[config.mk]
export PLATFORM = sky130hd
export DESIGN_NAME = supervisor_gpio_config
export DESIGN_NICKNAME = d
export VERILOG_FILES = /design/src/shared/supervisor_gpio_pkg.sv /design/src/logic/supervisor_gpio_config.sv
export SDC_FILE = /design/constraint.sdc
export NUM_CORES = 1
export LEC_CHECK = 0
export ABC_AREA = 1
export BUFFER_PORTS_ARGS = -buffer_cell sky130_fd_sc_hd__buf_2
export CAP_MARGIN = 10
export CORE_UTILIZATION = 35
export CTS_BUF_LIST = sky130_fd_sc_hd__clkbuf_2 sky130_fd_sc_hd__clkbuf_4 sky130_fd_sc_hd__clkbuf_8
export CTS_CLUSTER_DIAMETER = 30
export DETAILED_ROUTE_END_ITERATION = 8
export GPL_TIMING_DRIVEN = 0
export PLACE_DENSITY = 0.6
export SLEW_MARGIN = 20
export SYNTH_ARGS = -nofsm -noshare
export SYNTH_HDL_FRONTEND = slang
export SYNTH_SLANG_ARGS = --single-unit
[constraint.sdc]
create_clock -name clock -period 11.9 [get_ports clock]
set_input_delay 1.785 -clock clock [delete_from_list [all_inputs] [get_ports clock]]
set_output_delay 1.785 -clock clock [all_outputs]
set_load 0.02 [all_outputs]
[src/shared/supervisor_gpio_pkg.sv]
// Constants, field layouts, reset values and types for the GPIO block
// of the supervisor. Assumes a single 200 MHz clock domain.
//
// Contract
// - An alert-type pin latches asserted until ARA ack, history read or clear.
// - Release delay is ignored on any pin configured as an alert output.
// - Delay field decodes 0, 1.6, 6.4, 26, 51, 205, 410 ms and 1.64 s.
// - Every pin's release delay field resets to 101b, that is 205 ms.
// - Type 000b is an active-high input, 001b an active-low input.
// - Type 010b is open-drain active high, 011b open-drain active low.
// - Type 100b is an active-low open-drain latched alert output.
// - Type 101b is weak pull-up active high, 110b weak pull-up active low.
// - Type 111b is an active-low weak pull-up latched alert output.
// - Second and third pin type fields reset to 011b, open-drain active low.
// - First word bit 7 routes first pin to third, bit 6 to second.
// - Pair word bit 15 routes third pin to second, bit 14 to first.
// - Pair word bit 7 routes second pin to third, bit 6 to first.
// - Pair word: third delay 13:11, third type 10:8, second 5:3 and 2:0.
// - First word: delay 5:3, type 2:0, bits 15:8 reserved and ignored.
// - Per-channel bits map high/low faults to each pin; high- and low-to-first set.

package supervisor_gpio_pkg;

    // ----------------------------------------------------------------
    // Command codes and sizes
    // ----------------------------------------------------------------
    localparam logic [7:0] FIRST_PIN_CONFIG_CODE = 8'h02;
    localparam logic [7:0] SECOND_THIRD_PIN_CONFIG_CODE = 8'h03;
    localparam logic [7:0] CHANNEL_CONFIG_BASE_CODE = 8'h0A;
    localparam int CHANNELS = 6;
    localparam int PINS = 3;
    localparam int CNT_W = 29;
    localparam longint CLOCK_MHZ = 200;

    // ----------------------------------------------------------------
    // Field positions
    // ----------------------------------------------------------------
    localparam int FIRST_TO_THIRD_BIT = 7;
    localparam int FIRST_TO_SECOND_BIT = 6;
    localparam int THIRD_TO_SECOND_BIT = 15;
    localparam int THIRD_TO_FIRST_BIT = 14;
    localparam int SECOND_TO_THIRD_BIT = 7;
    localparam int SECOND_TO_FIRST_BIT = 6;
    localparam int LOW_DELAY_LSB = 3;
    localparam int LOW_TYPE_LSB = 0;
    localparam int HIGH_DELAY_LSB = 11;
    localparam int HIGH_TYPE_LSB = 8;
    localparam int HIGH_MAP_LSB = 3;
    localparam int LOW_MAP_LSB = 0;
    localparam logic [15:0] FIRST_USED_MASK = 16'h00FF;

    // ----------------------------------------------------------------
    // Reset values
    // ----------------------------------------------------------------
    localparam logic [15:0] FIRST_CFG_RESET = 16'h0028;
    localparam logic [15:0] PAIR_CFG_RESET = 16'h2B2B;
    localparam logic [5:0] CHAN_MAP_RESET = 6'h09;
    localparam logic [2:0] DELAY_RESET = 3'h5;
    localparam logic [2:0] TYPE_RESET = 3'h3;

    // ----------------------------------------------------------------
    // Pin type codes
    // ----------------------------------------------------------------
    localparam logic [2:0] TYPE_IN_HIGH = 3'h0;
    localparam logic [2:0] TYPE_IN_LOW = 3'h1;
    localparam logic [2:0] TYPE_OD_HIGH = 3'h2;
    localparam logic [2:0] TYPE_OD_LOW = 3'h3;
    localparam logic [2:0] TYPE_OD_ALERT = 3'h4;
    localparam logic [2:0] TYPE_WEAK_HIGH = 3'h5;
    localparam logic [2:0] TYPE_WEAK_LOW = 3'h6;
    localparam logic [2:0] TYPE_WEAK_ALERT = 3'h7;
    localparam logic [2:0] DELAY_NONE = 3'h0;

    // ----------------------------------------------------------------
    // Release delay times and their cycle counts
    // ----------------------------------------------------------------
    localparam int unsigned RELEASE_US [8] =
        '{0, 1600, 6400, 26000, 51000, 205000, 410000, 1640000};

    function automatic logic [7:0][CNT_W-1:0] release_table();
        logic [7:0][CNT_W-1:0] t;
        for (int i = 0; i < 8; i++) begin
            t[i] = CNT_W'(longint'(RELEASE_US[i]) * CLOCK_MHZ);
        end
        return t;
    endfunction

    localparam logic [7:0][CNT_W-1:0] RELEASE_CYCLES = release_table();
    localparam logic [CNT_W-1:0] CNT_ONE = CNT_W'(1);
    localparam logic [CNT_W-1:0] CNT_ZERO = CNT_W'(0);

    // ----------------------------------------------------------------
    // Types
    // ----------------------------------------------------------------
    typedef enum logic [1:0] {
        PIN_IDLE = 2'h0,
        PIN_ACTIVE = 2'h1,
        PIN_HOLD = 2'h3
    } pin_state_t;

    typedef struct packed {
        logic valid;
        logic write;
        logic [7:0] code;
        logic [15:0] wdata;
    } cmd_t;

    typedef struct packed {
        logic [15:0] first_cfg;
        logic [15:0] pair_cfg;
        logic [CHANNELS-1:0][5:0] chan_map;
        pin_state_t [PINS-1:0] st;
        logic [PINS-1:0][CNT_W-1:0] cnt;
        logic [PINS-1:0] alert;
        logic [PINS-1:0] pin_out;
        logic [PINS-1:0] pin_oe;
        logic [PINS-1:0] pin_weak;
        logic [15:0] rd_data;
        logic rd_valid;
    } state_t;

    // ----------------------------------------------------------------
    // Type decoding
    // ----------------------------------------------------------------
    function automatic logic type_is_input(input logic [2:0] t);
        return (t == TYPE_IN_HIGH) || (t == TYPE_IN_LOW);
    endfunction

    function automatic logic type_is_alert(input logic [2:0] t);
        return (t == TYPE_OD_ALERT) || (t == TYPE_WEAK_ALERT);
    endfunction

    function automatic logic type_is_weak(input logic [2:0] t);
        return (t == TYPE_WEAK_HIGH) || (t == TYPE_WEAK_LOW) ||
               (t == TYPE_WEAK_ALERT);
    endfunction

    function automatic logic type_is_high(input logic [2:0] t);
        return (t == TYPE_OD_HIGH) || (t == TYPE_WEAK_HIGH);
    endfunction

endpackage

[src/logic/supervisor_gpio_config.sv]
// Three general-purpose pins: type, polarity, cross routing, fault
// mapping, release delays and the latched alert output.
// Assumes all inputs are synchronous to clock and that the command
// decoder delivers one-cycle command strobes.

`timescale 1ns/1ps

module supervisor_gpio_config
    import supervisor_gpio_pkg::*;
#(
    parameter logic [7:0][CNT_W-1:0] RELEASE_CYCLES_P = RELEASE_CYCLES
) (
    input wire logic clock, // 200 MHz clock
    input wire logic sys_rst, // Asynchronous reset, active high
    input wire cmd_t cmd, // Command strobe, code and write data
    input wire logic alert_ack, // Alert response address acknowledged
    input wire logic history_read, // Fault history word was read
    input wire logic clear_history, // Clear-history command received
    input wire logic [CHANNELS-1:0] high_fault, // High comparator faults
    input wire logic [CHANNELS-1:0] low_fault, // Low comparator faults
    input wire logic [PINS-1:0] pin_in, // Pin levels seen at the pads
    output logic [PINS-1:0] pin_out, // Driven level, valid when enabled
    output logic [PINS-1:0] pin_oe, // High while the pad sinks low
    output logic [PINS-1:0] pin_weak, // Weak pull-up stage enabled
    output logic [15:0] rd_data, // Read answer
    output logic rd_valid // Read answer strobe
);

    state_t s_reg;
    state_t s_next;
    logic [PINS-1:0][2:0] ptype;
    logic [PINS-1:0][2:0] pdly;
    logic [PINS-1:0] in_asserted;
    logic [PINS-1:0] src;
    logic [PINS-1:0][PINS-1:0] route;
    logic clear_event;

    // ----------------------------------------------------------------
    // Field extraction and source combining
    // ----------------------------------------------------------------
    // first word and pair word layout
    assign ptype[0] = s_reg.first_cfg[LOW_TYPE_LSB +: 3];
    assign pdly[0] = s_reg.first_cfg[LOW_DELAY_LSB +: 3];
    assign ptype[1] = s_reg.pair_cfg[LOW_TYPE_LSB +: 3];
    assign pdly[1] = s_reg.pair_cfg[LOW_DELAY_LSB +: 3];
    assign ptype[2] = s_reg.pair_cfg[HIGH_TYPE_LSB +: 3];
    assign pdly[2] = s_reg.pair_cfg[HIGH_DELAY_LSB +: 3];

    assign route[0][0] = 1'b0;
    assign route[0][1] = s_reg.first_cfg[FIRST_TO_SECOND_BIT];
    assign route[0][2] = s_reg.first_cfg[FIRST_TO_THIRD_BIT];
    assign route[1][0] = s_reg.pair_cfg[SECOND_TO_FIRST_BIT];
    assign route[1][1] = 1'b0;
    assign route[1][2] = s_reg.pair_cfg[SECOND_TO_THIRD_BIT];
    assign route[2][0] = s_reg.pair_cfg[THIRD_TO_FIRST_BIT];
    assign route[2][1] = s_reg.pair_cfg[THIRD_TO_SECOND_BIT];
    assign route[2][2] = 1'b0;

    assign clear_event = alert_ack | history_read | clear_history;

    generate
        for (genvar p = 0; p < PINS; p++) begin : g_src
            assign in_asserted[p] = type_is_input(ptype[p]) &&
                (pin_in[p] ^ (ptype[p] == TYPE_IN_LOW));

            always_comb begin
                src[p] = 1'b0;
                for (int c = 0; c < CHANNELS; c++) begin
                    src[p] = src[p] |
                        (high_fault[c] & s_reg.chan_map[c][HIGH_MAP_LSB + p]) |
                        (low_fault[c] & s_reg.chan_map[c][LOW_MAP_LSB + p]);
                end
                // Only pins that are inputs feed other pins
                for (int q = 0; q < PINS; q++) begin
                    src[p] = src[p] | (in_asserted[q] & route[q][p]);
                end
            end
        end
    endgenerate

    // ----------------------------------------------------------------
    // Next state
    // ----------------------------------------------------------------
    always_comb begin
        logic active;
        logic level;
        active = 1'b0;
        level = 1'b0;
        s_next = s_reg;
        s_next.rd_valid = 1'b0;

        if (cmd.valid && cmd.write) begin
            if (cmd.code == FIRST_PIN_CONFIG_CODE) begin
                s_next.first_cfg = cmd.wdata & FIRST_USED_MASK;
            end
            if (cmd.code == SECOND_THIRD_PIN_CONFIG_CODE) begin
                s_next.pair_cfg = cmd.wdata;
            end
            for (int c = 0; c < CHANNELS; c++) begin
                if (cmd.code == CHANNEL_CONFIG_BASE_CODE + 8'(c)) begin
                    s_next.chan_map[c] = cmd.wdata[5:0];
                end
            end
        end

        if (cmd.valid && !cmd.write) begin
            s_next.rd_valid = 1'b1;
            s_next.rd_data = 16'h0000;
            if (cmd.code == FIRST_PIN_CONFIG_CODE) begin
                s_next.rd_data = s_reg.first_cfg;
            end
            if (cmd.code == SECOND_THIRD_PIN_CONFIG_CODE) begin
                s_next.rd_data = s_reg.pair_cfg;
            end
            for (int c = 0; c < CHANNELS; c++) begin
                if (cmd.code == CHANNEL_CONFIG_BASE_CODE + 8'(c)) begin
                    s_next.rd_data = {10'h000, s_reg.chan_map[c]};
                end
            end
        end

        for (int p = 0; p < PINS; p++) begin
            if (type_is_alert(ptype[p])) begin
                s_next.st[p] = PIN_IDLE;
                s_next.cnt[p] = CNT_ZERO;
                // latch, a new fault wins over a clear
                s_next.alert[p] = src[p] | (s_reg.alert[p] & ~clear_event);
            end else if (type_is_input(ptype[p])) begin
                s_next.st[p] = PIN_IDLE;
                s_next.cnt[p] = CNT_ZERO;
                s_next.alert[p] = 1'b0;
            end else begin
                s_next.alert[p] = 1'b0;
                // assert on source, stretch the release
                case (s_reg.st[p])
                    PIN_IDLE: begin
                        if (src[p]) begin
                            s_next.st[p] = PIN_ACTIVE;
                        end
                    end
                    PIN_ACTIVE: begin
                        if (!src[p]) begin
                            if (pdly[p] == DELAY_NONE) begin
                                s_next.st[p] = PIN_IDLE;
                            end else begin
                                s_next.st[p] = PIN_HOLD;
                                s_next.cnt[p] = RELEASE_CYCLES_P[pdly[p]] -
                                    CNT_ONE;
                            end
                        end
                    end
                    PIN_HOLD: begin
                        if (src[p]) begin
                            s_next.st[p] = PIN_ACTIVE;
                        end else if (s_reg.cnt[p] == CNT_ZERO) begin
                            s_next.st[p] = PIN_IDLE;
                        end else begin
                            s_next.cnt[p] = s_reg.cnt[p] - CNT_ONE;
                        end
                    end
                    default: begin
                        s_next.st[p] = PIN_IDLE;
                    end
                endcase
            end

            active = type_is_alert(ptype[p]) ? s_next.alert[p] :
                (s_next.st[p] != PIN_IDLE);
            level = active ^ ~type_is_high(ptype[p]);
            if (type_is_input(ptype[p])) begin
                s_next.pin_out[p] = 1'b0;
                s_next.pin_oe[p] = 1'b0;
                s_next.pin_weak[p] = 1'b0;
            end else begin
                // output stage, low is sunk strongly
                s_next.pin_out[p] = level;
                s_next.pin_oe[p] = ~level;
                s_next.pin_weak[p] = level & type_is_weak(ptype[p]);
            end
        end
    end

    // ----------------------------------------------------------------
    // State register
    // ----------------------------------------------------------------
    always_ff @(posedge clock or posedge sys_rst) begin
        if (sys_rst) begin
            s_reg <= '0;
            s_reg.first_cfg <= FIRST_CFG_RESET;
            s_reg.pair_cfg <= PAIR_CFG_RESET;
            // high and low faults to first pin by default
            s_reg.chan_map <= {CHANNELS{CHAN_MAP_RESET}};
            // Idle output pins release the pad
            s_reg.pin_out <= '1;
        end else begin
            s_reg <= s_next;
        end
    end

    assign pin_out = s_reg.pin_out;
    assign pin_oe = s_reg.pin_oe;
    assign pin_weak = s_reg.pin_weak;
    assign rd_data = s_reg.rd_data;
    assign rd_valid = s_reg.rd_valid;

    // ----------------------------------------------------------------
    // Checks
    // ----------------------------------------------------------------
    logic pair_written;

    always_ff @(posedge clock or posedge sys_rst) begin
        if (sys_rst) begin
            pair_written <= 1'b0;
        end else if (cmd.valid && cmd.write &&
                     cmd.code == SECOND_THIRD_PIN_CONFIG_CODE) begin
            pair_written <= 1'b1;
        end
    end

    generate
        for (genvar p = 0; p < PINS; p++) begin : g_chk

        end
    endgenerate
endmodule // supervisor_gpio_config

==> flow_metrics.tcl <==
set metrics [dict create \
    synthArstFlopShare_pct 100.0 \
    grt.busiest_layer "met2" \
    clock-sinks 182 \
    synthAdderAreaFrac_pct 1.511 \
    maxCapViolCount 0 \
    synth_common_cells "nand2_1, nor2_1, inv_1, nand3_1, dfrtp_1" \
    use_met1_pct 28.14 \
    fp.dieW_microns 190.4 \
    max_freq_mhz 304.5 \
    slew_violations 0 \
    muxShareOfSynthArea_pct 0.2719 \
    final_util_pct 39.73 \
    gp_congestion 0.9487 \
    grt_pass1_wl_microns 60840 \
    grt_pass1_vias 11890 \
    antennaDiodeCount 0 \
    worstSkewPairLatency_ns 0.51 \
    crit_fanout 10 \
    wirelength_microns 37210 \
    drc 0 \
    synth_top_area_share_pct 31.62 \
    cts-resized-gates 0 \
    synthTopCellsByArea "dfrtp_1, nand2_1, nand3_1, nor2_1, inv_1" \
    slowest_delay_ns 0.49 \
    clockRootBuffer "clkbuf_8" \
    drtIter0Drc 878 \
    hold_buffers 0 \
    synth_cells 1933 \
    grt_max_degree 74 \
    placed_cells 2461 \
    dp_hpwl_microns 28930 \
    period_needed_ns 3.284 \
    syn-mean-instance-area_sq_um 6.427 \
    syn_area_sq_mm 0.01242 \
    synth_nets 1994 \
    drtPass1Iterations 7 \
    setup_viol 0 \
    yosysUniqueCellTypes 38 \
    synth.most_common_cell "nand2_1" \
    final_hold_viol_count 0 \
    placementRows 68 \
    viasPerCell 4.966 \
    cp-end-kind "flip-flop" \
    synth_seq_area_share_pct 36.91 \
    ir_worst_vdd_mv 0.07174 \
    critical_path.top_delay_family "buffers and inverters" \
    period_share_pct 27.60 \
    yosysTopAreaCell "dfrtp_1" \
    grt_util_all_layers_pct 21.37 \
    synth_compound_area_share_pct 8.359 \
    largest_reg_flops 132 \
    ant_nets 0 \
    cts_setup_buffers 0 \
    cts_made_buffers 17 \
    core_sq_mm 0.03471 \
    dieHeight_microns 190.4 \
    wl_per_cell_microns 14.93 \
    run_status "finished, final reports clean" \
    area_delta_synth_final_pct 11.01 \
    initial_core_util_pct 35.79 \
    cts_buffer_depth 2 \
    synth-main-ff-cell "dfrtp_1" \
    nets 2086 \
    worst-setup-path-type "input pin to flip-flop" \
    grtUsageMet3_pct 2.981 \
    rsz0062_at_grt "no" \
    cts_tree "done" \
    cp_cell_sequence "buf_2, inv_1, nand3_1, inv_1, nand2_1, clkinv_1, nand2_1, buf_2, clkbuf_1, o21ai_0" \
    dieArea_sq_mm 0.03625 \
    synth_seq_cells 182 \
    required_ns 12.27 \
    cp.arrival_ns 3.66 \
    htree_levels 4 \
    instances_no_fill 2493 \
    path_buf_inv 6 \
    tns_ns 0 \
    cp-start-kind "input pin" \
    slew_headroom_pct 56.09 \
    synth-simple-area-share_pct 41.13 \
    numPortBuffers 71 \
    crit_slowest_cell "clkbuf_1" \
    tightest_slew_ns 0.6536 \
    p_per_area_mw_per_mm2 120.4 \
    gr-total-overflow 0 \
    clock_skew_ns 0.01690 \
    clk_pin_slew_ns 0.11 \
    synth_top_family_by_area "simple AND/OR/NAND/NOR gates" \
    synth-warning-count 0 \
    io_pins 72 \
    p_leak_nw 7.708 \
    use_met2_pct 35.73 \
    synth-xor-area-share_pct 1.481 \
    drive_gt1_share_pct 12.12 \
    antenna_found_initial 0 \
    min_path_type "flip-flop to flip-flop" \
    vias 12380 \
    synth_edf_count 0 \
]
-- cell families (layout without fill, tap and decap cells) --
kind of cell,count (synthesis),count (layout)
simple gates,1220,1220
fa+ha+maj,15,15
flops,182,182
compound gates,198,198
xor+xnor,21,21
mux,3,3
buf+inv,294,399
-- layout make-up --
cell class              count  area (sq um)
plain buffers              73         454.2
clock buffers              20         269.0
clock inverters            12         111.4
fillers                  3761         20920
inverters                 221         837.1
multi-input cells        1457          6554
flip-flops and latches    182          4586
well taps                 455         569.3
repair buffers             73         410.4
-- metrics by stage --
| stage | hold slack [ns] | area [sq um] | setup slack, ns | total power, W |
|---|---|---|---|---|
| after floorplan | 0.4491 | 12420 | 5.213 | 0.001097 |
| after global placement | 0.4637 | 13350 | 2.762 | 0.001239 |
| after detailed placement | 0.4663 | 13410 | 8.116 | 0.001246 |
| after CTS | 0.4949 | 13790 | 8.672 | 0.001674 |
| after global routing | 0.5209 | 13790 | 8.354 | 0.001779 |
| final | 0.4919 | 13790 | 8.616 | 0.001660 |
-- per-layer routing --
metal,wire length (microns),up-vias,part of all wire (%)
li1,-,6266,-
met1,17070,5757,46
met2,17790,296,48
met3,1482,60,4.0
met4,865,0,2.3
met5,0,-,0
-- worst reg2reg max path: stages (launching register included) --
cell and delay, ns:
dfrtp_1 0.50, nand2_2 0.12, inv_2 0.06, buf_4 0.18, buf_6 0.15, nand2_1 0.08
ha_1 0.18, nand2_1 0.11, nor2_1 0.37, nand2_1 0.21, nor2_1 0.31, xor2_1 0.18
o21ai_0 0.09
-- where the power goes --
group          switching (W)  leakage, nW  internal [W]
Combinational       0.000355         5.12      0.000160
Clock               0.000255        0.196      0.000165
Sequential         0.0000454         2.39      0.000680
Total               0.000655         7.71       0.00101
-- worst paths after layout --
kind	start	slack, ns	depth (start not counted)	endpoint
setup / recovery	cmd[21]	8.62	10	pdly[4]
hold / removal	rd_data[7]	0.49	2	rd_data[7]
setup reg to reg	s_reg[116]	9.22	12	s_reg[39]
hold reg to reg	rd_data[7]	0.49	2	rd_data[7]
max in group asynchronous	sys_rst	9.56	4	s_reg[137]
min in group asynchronous	sys_rst	1.26	2	s_reg[47]
-- layout by cell type (no fill, tap or decap), drive strengths merged, types with 15 or more instances in the layout --
cell type | netlist | final
a21oi | 27 | 27
buf | 56 | 129
clkbuf | 17 | 37
dfrtp | 157 | 157
dfstp | 25 | 25
ha | 15 | 15
inv | 217 | 223
nand2 | 698 | 698
nand3 | 199 | 199
nand4 | 29 | 29
nor2 | 268 | 268
o21ai | 151 | 151
No activity file was read; power rests on OpenSTA's default activity.
